### src/ckg_pkg.sv
// Purpose: shared constants for the clock output enable gating block
// Assumes: pclk at 10 MHz stands in for the output clock domain
// Notes: apb word offsets are byte addresses
package ckg_pkg;
  // register byte offsets
  localparam logic [7:0] CKG_CTRL_OFS = 8'h00;
  localparam logic [7:0] CKG_STAT_OFS = 8'h04;
  localparam logic [7:0] CKG_STRAP_OFS = 8'h08;
  // number of differential outputs
  localparam int CKG_NOUT = 6;
  // software enables come out of reset all enabled
  localparam logic [5:0] CKG_SW_EN_RST = 6'h3f;
  // status field positions
  localparam int CKG_ST_PLL_ON = 8;
  localparam int CKG_ST_LOCKED = 9;
  localparam int CKG_ST_FORCE = 10;
  localparam int CKG_ST_FIRST = 11;
  // width of latched strap word
  localparam int CKG_STRAP_W = 4;
  // output periods a gate waits before switching state
  localparam logic [3:0] CKG_DWELL_PER = 4'h4;
  // timing: clock period and settle time in ns
  localparam int CKG_PCLK_NS = 100;
  localparam int CKG_SETTLE_NS = 1800000;
  // longest time rounds down to whole cycles
  localparam int CKG_SETTLE_CYC = CKG_SETTLE_NS / CKG_PCLK_NS;
endpackage : ckg_pkg

### src/ckg_gate_top.sv
// Purpose: output enable and power state gating of six clock outputs
// Assumes: pclk is the output clock source; pins are asynchronous
// Notes: output clock is pclk divided by two
//
// Functional notes
// - one software enable bit per output
// - one active low enable pin per output
// - software enables active high, reset enabled
// - disabled output drives both legs low
// - output runs only if bit 1, pin 0
// - power input low stops all, PLL off
// - bit cleared stops output, feedback keeps running
// - outputs locked within settle time
// - enable resumes glitch free, 4 to 12 periods
// - disable: four clocks more, done within 12
// - two low samples force low at fall
// - first high latches straps, then power down
//
// Register access over APB and the register offsets were chosen for this implementation.
`timescale 1ns/1ps
module ckg_gate_top
  import ckg_pkg::*;
#(
  parameter int SETTLE_CYC = CKG_SETTLE_CYC
) (
  input wire logic pclk,
  input wire logic presetn,
  input wire logic psel,
  input wire logic penable,
  input wire logic pwrite,
  input wire logic [7:0] paddr,
  input wire logic [31:0] pwdata,
  output logic [31:0] prdata,
  output logic pready,
  output logic pslverr,
  input wire logic [5:0] out_enable_n,
  input wire logic power_good_or_down,
  input wire logic [3:0] strap_in,
  output logic [5:0] diff_clock_out_p,
  output logic [5:0] diff_clock_out_n,
  output logic feedback_clock_out_p,
  output logic feedback_clock_out_n,
  output logic pll_enable
);
  // synchronised pins
  logic [5:0] oe_n_s; // enable pins, active low
  logic pgd_s; // power input after sync
  // apb slave state
  logic pready_ff, nxt_pready;
  logic pslverr_ff, nxt_pslverr;
  logic [31:0] prdata_ff, nxt_prdata;
  logic [5:0] sw_en_ff, nxt_sw_en; // software enables
  // power state
  logic pgd_prev_ff, nxt_pgd_prev; // last synced power sample
  logic first_ff, nxt_first; // power input has been high once
  logic [3:0] strap_ff, nxt_strap; // latched straps
  logic force_ff, nxt_force; // all outputs held low
  logic pll_ff, nxt_pll; // pll running
  logic [15:0] lock_cnt_ff, nxt_lock_cnt; // settle counter
  logic locked_ff, nxt_locked; // pll settled
  // output clock and pins
  logic phase_ff, nxt_phase; // output clock level
  logic [5:0] dp_ff, nxt_dp;
  logic [5:0] dn_ff, nxt_dn;
  logic fbp_ff, nxt_fbp;
  logic fbn_ff, nxt_fbn;
  logic [5:0] want; // per output run request
  logic [5:0] active; // per output gate state
  logic pd_seen; // low on two consecutive edges
  logic tick; // output clock falls at next edge

  // pins are asynchronous; enable pins reset to disabled
  ckg_sync #(.W(6), .RST_VAL(6'h3f)) u_oe_sync (
    .pclk(pclk),
    .presetn(presetn),
    .d_async(out_enable_n),
    .q_sync(oe_n_s)
  );

  // power input resets low so nothing runs until it is seen high
  ckg_sync #(.W(1), .RST_VAL(1'b0)) u_pgd_sync (
    .pclk(pclk),
    .presetn(presetn),
    .d_async(power_good_or_down),
    .q_sync(pgd_s)
  );

  // read mux used by the apb read decode
  function automatic logic [31:0] rd_word(input logic [7:0] a,
      input logic [5:0] en, input logic [5:0] act, input logic [3:0] st,
      input logic [3:0] pw);
    logic [31:0] w;
    w = 32'h0;
    if (a == CKG_CTRL_OFS) begin
      w[5:0] = en;
    end else if (a == CKG_STAT_OFS) begin
      w[5:0] = act;
      w[CKG_ST_PLL_ON] = pw[0];
      w[CKG_ST_LOCKED] = pw[1];
      w[CKG_ST_FORCE] = pw[2];
      w[CKG_ST_FIRST] = pw[3];
    end else if (a == CKG_STRAP_OFS) begin
      w[3:0] = st;
    end
    return w;
  endfunction : rd_word

  // address is mapped when it hits one of three words
  function automatic logic is_mapped(input logic [7:0] a);
    return (a == CKG_CTRL_OFS) || (a == CKG_STAT_OFS) ||
      (a == CKG_STRAP_OFS);
  endfunction : is_mapped

  // apb: answer in the first access cycle, no wait states
  always_comb begin
    nxt_pready = psel && !penable;
    nxt_pslverr = psel && !penable && !is_mapped(paddr);
    nxt_prdata = prdata_ff;
    nxt_sw_en = sw_en_ff;
    if (psel && !penable) begin
      // read data captured at setup so it comes from a flop
      nxt_prdata = pwrite ? 32'h0 : rd_word(paddr, sw_en_ff, active,
        strap_ff, {first_ff, force_ff, locked_ff, pll_ff});
    end
    if (psel && penable && pready_ff && pwrite &&
        paddr == CKG_CTRL_OFS) begin
      nxt_sw_en = pwdata[5:0];
    end
  end

  // apb registers
  always_ff @(posedge pclk or negedge presetn) begin
    if (!presetn) begin
      pready_ff <= 1'b0;
      pslverr_ff <= 1'b0;
      prdata_ff <= 32'h0;
      sw_en_ff <= CKG_SW_EN_RST;
    end else begin
      pready_ff <= nxt_pready;
      pslverr_ff <= nxt_pslverr;
      prdata_ff <= nxt_prdata;
      sw_en_ff <= nxt_sw_en;
    end
  end

  assign pd_seen = !pgd_s && !pgd_prev_ff;
  assign tick = phase_ff;

  // power sequencing: strap latch, power down, pll and settle
  always_comb begin
    nxt_pgd_prev = pgd_s;
    nxt_first = first_ff;
    nxt_strap = strap_ff;
    nxt_force = force_ff;
    nxt_lock_cnt = lock_cnt_ff;
    nxt_locked = locked_ff;
    if (pgd_s && !first_ff) begin
      // first high level captures straps; later it is power down
      nxt_first = 1'b1;
      nxt_strap = strap_in;
    end
    if (pgd_s) begin
      nxt_force = 1'b0;
    end else if (pd_seen && tick) begin
      // wait for the falling edge so the last high is whole
      nxt_force = 1'b1;
    end
    // pll stops at the same edge that forces the outputs low
    nxt_pll = !nxt_force;
    if (!pll_ff) begin
      nxt_lock_cnt = 16'h0;
      nxt_locked = 1'b0;
    end else if (!locked_ff) begin
      if (lock_cnt_ff == 16'(SETTLE_CYC - 1)) begin
        nxt_locked = 1'b1;
      end else begin
        nxt_lock_cnt = lock_cnt_ff + 16'h1;
      end
    end
  end

  // power state registers; held forced until power seen high
  always_ff @(posedge pclk or negedge presetn) begin
    if (!presetn) begin
      pgd_prev_ff <= 1'b0;
      first_ff <= 1'b0;
      strap_ff <= 4'h0;
      force_ff <= 1'b1;
      pll_ff <= 1'b0;
      lock_cnt_ff <= 16'h0;
      locked_ff <= 1'b0;
    end else begin
      pgd_prev_ff <= nxt_pgd_prev;
      first_ff <= nxt_first;
      strap_ff <= nxt_strap;
      force_ff <= nxt_force;
      pll_ff <= nxt_pll;
      lock_cnt_ff <= nxt_lock_cnt;
      locked_ff <= nxt_locked;
    end
  end

  // run request: bit set, pin low, locked, not powered down
  always_comb begin
    want = sw_en_ff & ~oe_n_s;
    if (!locked_ff || force_ff) begin
      want = 6'h0;
    end
  end

  // one glitch free gate per output
  for (genvar g = 0; g < CKG_NOUT; g++) begin : g_gate
    ckg_out_gate u_gate (
      .pclk(pclk),
      .presetn(presetn),
      .want(want[g]),
      .tick(tick),
      .active(active[g])
    );
  end

  // output pins; a stopped leg pair sits low/low
  always_comb begin
    nxt_phase = !phase_ff;
    nxt_dp = {6{nxt_phase}} & active;
    nxt_dn = {6{!nxt_phase}} & active;
    nxt_fbp = nxt_phase && locked_ff;
    nxt_fbn = !nxt_phase && locked_ff;
    if (nxt_force) begin
      nxt_dp = 6'h0;
      nxt_dn = 6'h0;
      nxt_fbp = 1'b0;
      nxt_fbn = 1'b0;
    end
  end

  // output flops
  always_ff @(posedge pclk or negedge presetn) begin
    if (!presetn) begin
      phase_ff <= 1'b0;
      dp_ff <= 6'h0;
      dn_ff <= 6'h0;
      fbp_ff <= 1'b0;
      fbn_ff <= 1'b0;
    end else begin
      phase_ff <= nxt_phase;
      dp_ff <= nxt_dp;
      dn_ff <= nxt_dn;
      fbp_ff <= nxt_fbp;
      fbn_ff <= nxt_fbn;
    end
  end

  assign prdata = prdata_ff;
  assign pready = pready_ff;
  assign pslverr = pslverr_ff;
  assign diff_clock_out_p = dp_ff;
  assign diff_clock_out_n = dn_ff;
  assign feedback_clock_out_p = fbp_ff;
  assign feedback_clock_out_n = fbn_ff;
  assign pll_enable = pll_ff;
endmodule : ckg_gate_top

### src/ckg_sync.sv
// Purpose: two flop synchroniser for asynchronous level inputs
// Assumes: inputs are levels held longer than two clocks
// Notes: first stage is read only by the second stage
`timescale 1ns/1ps
module ckg_sync #(
  parameter int W = 1,
  parameter logic [W-1:0] RST_VAL = '0
) (
  input wire logic pclk,
  input wire logic presetn,
  input wire logic [W-1:0] d_async,
  output logic [W-1:0] q_sync
);
  logic [W-1:0] meta_ff; // first stage, may go metastable
  logic [W-1:0] sync_ff; // second stage, safe to use
  logic [W-1:0] nxt_meta;
  logic [W-1:0] nxt_sync;

  // next values of both stages
  always_comb begin
    nxt_meta = d_async;
    nxt_sync = meta_ff;
  end

  // register both stages
  always_ff @(posedge pclk or negedge presetn) begin
    if (!presetn) begin
      meta_ff <= RST_VAL;
      sync_ff <= RST_VAL;
    end else begin
      meta_ff <= nxt_meta;
      sync_ff <= nxt_sync;
    end
  end

  assign q_sync = sync_ff;
endmodule : ckg_sync

### src/ckg_out_gate.sv
// Purpose: glitch free start and stop of one output
// Assumes: tick is high in the cycle before the output clock falls
// Notes: state changes only at a falling output edge
`timescale 1ns/1ps
module ckg_out_gate
  import ckg_pkg::*;
(
  input wire logic pclk,
  input wire logic presetn,
  input wire logic want,
  input wire logic tick,
  output logic active
);
  logic active_ff; // output currently running
  logic nxt_active;
  logic [3:0] per_ff; // output periods spent waiting
  logic [3:0] nxt_per;

  // dwell a fixed number of periods, then switch at a fall
  always_comb begin
    nxt_active = active_ff;
    nxt_per = per_ff;
    if (want == active_ff) begin
      // request agrees with state, nothing pending
      nxt_per = 4'h0;
    end else if (tick) begin
      if (per_ff == CKG_DWELL_PER) begin
        // four whole periods passed since the request changed, so a
        // disable always lets four full clocks out, whatever the phase
        // switch in the low half so no runt pulse appears
        nxt_active = want;
        nxt_per = 4'h0;
      end else begin
        nxt_per = per_ff + 4'h1;
      end
    end
  end

  // outputs start stopped; the lock wait enables them later
  always_ff @(posedge pclk or negedge presetn) begin
    if (!presetn) begin
      active_ff <= 1'b0;
      per_ff <= 4'h0;
    end else begin
      active_ff <= nxt_active;
      per_ff <= nxt_per;
    end
  end

  assign active = active_ff;
endmodule : ckg_out_gate

### config.mk
export PLATFORM = sky130hd
export DESIGN_NAME = ckg_gate_top
export DESIGN_NICKNAME = d
export VERILOG_FILES = /design/src/ckg_pkg.sv /design/src/ckg_gate_top.sv /design/src/ckg_sync.sv /design/src/ckg_out_gate.sv
export SDC_FILE = /design/constraint.sdc
export NUM_CORES = 1
export LEC_CHECK = 0
export BUFFER_PORTS_ARGS = -buffer_cell sky130_fd_sc_hd__buf_2
export CAP_MARGIN = 0
export CORE_MARGIN = 2
export CORE_UTILIZATION = 54
export CTS_CLUSTER_DIAMETER = 60
export CTS_CLUSTER_SIZE = 28
export DETAILED_ROUTE_END_ITERATION = 10
export GPL_ROUTABILITY_DRIVEN = 0
export GPL_TIMING_DRIVEN = 0
export HOLD_SLACK_MARGIN = 0.08
export PLACE_DENSITY = 0.86
export SYNTH_ARGS = -nofsm -noshare
export SYNTH_HDL_FRONTEND = slang
export SYNTH_HIERARCHICAL = 1
export SYNTH_SLANG_ARGS = --single-unit
### constraint.sdc
create_clock -name pclk -period 1.8 [get_ports pclk]
set_clock_uncertainty 0.2 [all_clocks]
set_input_delay 0.18 -clock pclk [delete_from_list [all_inputs] [get_ports pclk]]
set_output_delay 0.18 -clock pclk [all_outputs]
set_load 0.02 [all_outputs]
==> Flow_metrics.wiki <==
{| class="wikitable"
! Metric !! Value
|-
| Final hold violation count || 0
|-
| Clock Sinks || around 100
|-
| CTS tree || done
|-
| Overall via count from detail_route || between 3k and 4k
|-
| Count of cell types in the netlist || 49
|-
| Share of the core filled with cells || between 60% and 70%
|-
| Clock transition time at the flip-flop clock pins of the worst setup and hold paths || approximately 0.10 ns
|-
| Standard cell core area || between 8000 and 9000 sq um
|-
| Peak Freq || 558.9 MHz
|-
| Relative slew slack || about half
|-
| Net total in the final layout || between 600 and 700
|-
| Largest driver fanout on the critical path || 10
|-
| Count of yosys warnings during synthesis || 6
|-
| Result of the run || finished clean
|-
| Root Buffer Master || clkbuf_8
|-
| Startpoint type of the worst setup path || flop
|-
| Final std cells w/o fill || 646
|-
| Critical path required time || 1.90 ns
|-
| Total Routed Length || 10,590 microns
|-
| Final design area excluding fillers || between 5000 and 6000 sq um
|-
| Instance area after placement || ~5300 sq um
|-
| Buffers added on ports || between 50 and 60
|-
| Drt initial violations || ~240
|-
| Layout cells sized above 1 || between 30 and 40%
|-
| RSZ-0062 raised after global routing || true
|-
| Number of I/O pins || between 100 and 150
|-
| Pin count of the biggest net entering global routing || 53
|-
| Final worst-path cycle share || ~99%
|-
| GRT busiest layer || met2
|-
| Source-to-sink clock delay at the later pin of the worst-skew pair || between 0.3 and 0.4 ns
|-
| Synth async-reset ratio || 100.0%
|-
| Synthesized area || approximately 4800 sq um
|-
| Portion of the post-synthesis area used by sequential elements || ~54%
|-
| Pre-CTS setup slack || -0.1383 ns
|-
| Slew at the pin closest to its max-slew limit || between 0.7 and 0.8 ns
|-
| Number of enable-type register cells in the synthesized netlist || 0
|-
| Final total power || roughly 4.5 mW
|-
| Area enclosed by the die boundary || 9683 sq um
|-
| Max-slew violation count || 0
|-
| Via count of the first global-routing pass || roughly 3.4k
|-
| Fin Hold WS || between 0.09 and 0.1 ns
|-
| Die Y || between 90 and 100 microns
|-
| Static leakage || between 2 and 3 nW
|-
| Footprint of the flip-flops and latches || approximately 2600 sq um
|-
| Final sum of negative setup slack || 0 ns
|-
| Number of fill cells in the layout || 605
|-
| Die X-Extent || 98.40 microns
|-
| Total power per unit cell area || around 760 nW/um^2
|-
| Number of instances in the placed design || 604
|-
| First-pass GRT wire length || 16,340 microns
|-
| Synthesized flop and latch total || between 100 and 150
|-
| Type of the worst min-delay path || in -> reg
|-
| GRT Overall Usage || roughly 21%
|-
| Data arrival at the endpoint of the critical path || 1.89 ns
|-
| Synth Flop Type || dfrtp_1
|-
| Initial antenna violation count || 1
|-
| Initial DRT Pass Iterations || 5
|-
| Max capacitance violation total || 0
|-
| Post-layout worst setup margin || ~0.011 ns
|-
| DRC Markers || 0
|-
| Total area of multi-input combinational cells || 2130 sq um
|-
| WL/cell || about 16 microns
|-
| Rows || 34
|-
| Vias per inst || 5.435
|-
| Overflow after GRT || 0
|-
| Clock Path Buffers || 2
|-
| Critical Path Sink Type || flop
|-
| Syn_area_per_cell || 11.46 sq um
|-
| Met1 capacity usage during global routing || between 20% and 30%
|-
| Post-detail-place hpwl || about 6900 microns
|-
| CTS Buf Count || 9
|-
| # setup viols final || 0
|-
| Routing usage on met2 || between 30% and 40%
|-
| Number of instances in the synthesized netlist || 420
|-
| Type of the worst setup path || reg -> reg
|-
| Met3 Track Usage GR || under 10%
|-
| Crit path time final || ~1.8 ns
|-
| Synth-to-Final Area Change || 23.66%
|-
| Remaining number of nets flagged by the antenna check after routing || 0
|-
| Maximum resistive drop on vdd || roughly 0.38 mV
|-
| H-tree Lvls || 3
|-
| Starting density of the core || between 50% and 60%
|}
[cell type report]
class / instances / area share (%)
clock buffers: 10 / 2.145
inverters: 25 / 1.577
repair buffers: 80 / 9.041
diodes: 1 / 0.04205
plain buffers: 34 / 3.932
well taps: 108 / 2.271
clock inverters: 6 / 1.871
flip-flops and latches: 102 / 43.33
multi-input cells: 280 / 35.79
[repair_timing]
item                       CTS  global route
buffers inserted             0             5
resized for setup            6            18
hold buffers                20             0
hold endpoints to repair    75             0
pin swaps                    0             5
setup endpoints to repair   34            30
[state kept, by name (all words and copies together) (netlist names), 4 cells and up]
name	count
prdata	10
u_oe_sync/q_sync	6
g_gate.u_gate/active	6
u_oe_sync/meta_ff	6
strap_ff	4
diff_clock_out_p	6
lock_cnt_ff	16
sw_en_ff	6
g_gate.u_gate/per_ff	24
diff_clock_out_n	6
[power by group]
part	switching (mW)	leakage (nW)	internal [mW]
combinational	0.216	1.46	0.179
clock	0.766	0.116	0.924
sequential	0.0760	1.32	2.37
[worst max-delay path, stage by stage (launching register included)]
cell and delay (ns):
dfrtp_2 0.49, nand4b_4 0.31, nor3_1 0.37, xor2_1 0.21, and2_1 0.16
[cell usage after synthesis (3+ instances only)]
| cell | count | area [sq um] |
|---|---|---|
| dfrtp_1 | 83 | 2077 |
| buf_4 | 28 | 210.2 |
| nand2_1 | 26 | 97.59 |
| inv_1 | 25 | 93.84 |
| dfstp_2 | 19 | 499.2 |
| a21oi_1 | 18 | 90.09 |
| mux2i_1 | 17 | 170.2 |
| nand4_1 | 15 | 93.84 |
| nor2_1 | 15 | 56.30 |
| and2_1 | 13 | 81.33 |
| ha_1 | 13 | 162.7 |
| nand2b_1 | 13 | 81.33 |
| mux2_2 | 10 | 112.6 |
| nand3_1 | 10 | 50.05 |
| xnor2_1 | 10 | 87.58 |
| and3_1 | 8 | 50.05 |
| or3_1 | 8 | 50.05 |
| a21o_1 | 6 | 45.04 |
| a21oi_2 | 6 | 52.55 |
| a311oi_1 | 6 | 52.55 |
| mux2_1 | 6 | 67.56 |
| nand3b_1 | 6 | 45.04 |
| nor3b_1 | 6 | 45.04 |
| clkbuf_1 | 5 | 18.77 |
| nor2b_1 | 5 | 31.28 |
| a22o_1 | 4 | 35.03 |
| o31ai_1 | 4 | 30.03 |
| xor2_1 | 4 | 35.03 |
| nor4_2 | 3 | 37.54 |
| o21ai_1 | 3 | 15.01 |
[per-layer routing]
| layer | up-vias | part of all wire (%) |
|---|---|---|
| met1 | 1737 | 41 |
| met5 | - | 0 |
| met4 | 0 | 2.1 |
| met3 | 18 | 5.2 |
| met2 | 114 | 52 |
| li1 | 1642 | - |
[path summary, 6_finish.rpt]
check,cells after the start,from,slack (ns),end
worst min register to register,0,u_pgd_sync/meta_ff$_DFF_PN0_,0.15,u_pgd_sync/q_sync$_DFF_PN0_
worst min-delay path,5,paddr[0],0.1,pslverr$_DFF_PN0_
worst max-delay path,4,locked_ff$_DFF_PN0_,0.01,lock_cnt_ff[7]$_DFFE_PN0P_
worst max register to register,4,locked_ff$_DFF_PN0_,0.01,lock_cnt_ff[7]$_DFFE_PN0P_
min in group asynchronous,2,presetn,0.18,g_gate[1].u_gate/per_ff[1]$_DFFE_PN0P_
max in group asynchronous,3,presetn,0.48,sw_en_ff[4]$_DFFE_PN1P_
[cell families after synthesis]
logic type      share of synthesized area (%)
other cells                           0.07793
compound gates                          7.722
flops                                   53.54
buf+inv                                 6.812
simple gates                            18.64
mux                                     7.280
xor+xnor                                2.548
fa+ha+maj                               3.380
[placed cells by master (no fill, tap or decap), drive strengths merged, types with 8 or more instances in the layout]
| cell type | n |
|---|---|
| a21oi | 24 |
| and2 | 13 |
| and3 | 8 |
| buf | 89 |
| clkbuf | 15 |
| conb | 22 |
| dfrtp | 83 |
| dfstp | 19 |
| dlygate4sd3 | 20 |
| ha | 13 |
| inv | 25 |
| mux2 | 16 |
| mux2i | 17 |
| nand2 | 26 |
| nand2b | 13 |
| nand3 | 10 |
| nand4 | 16 |
| nor2 | 15 |
| or3 | 8 |
| xnor2 | 10 |
Power figures use the tool's default switching activity.
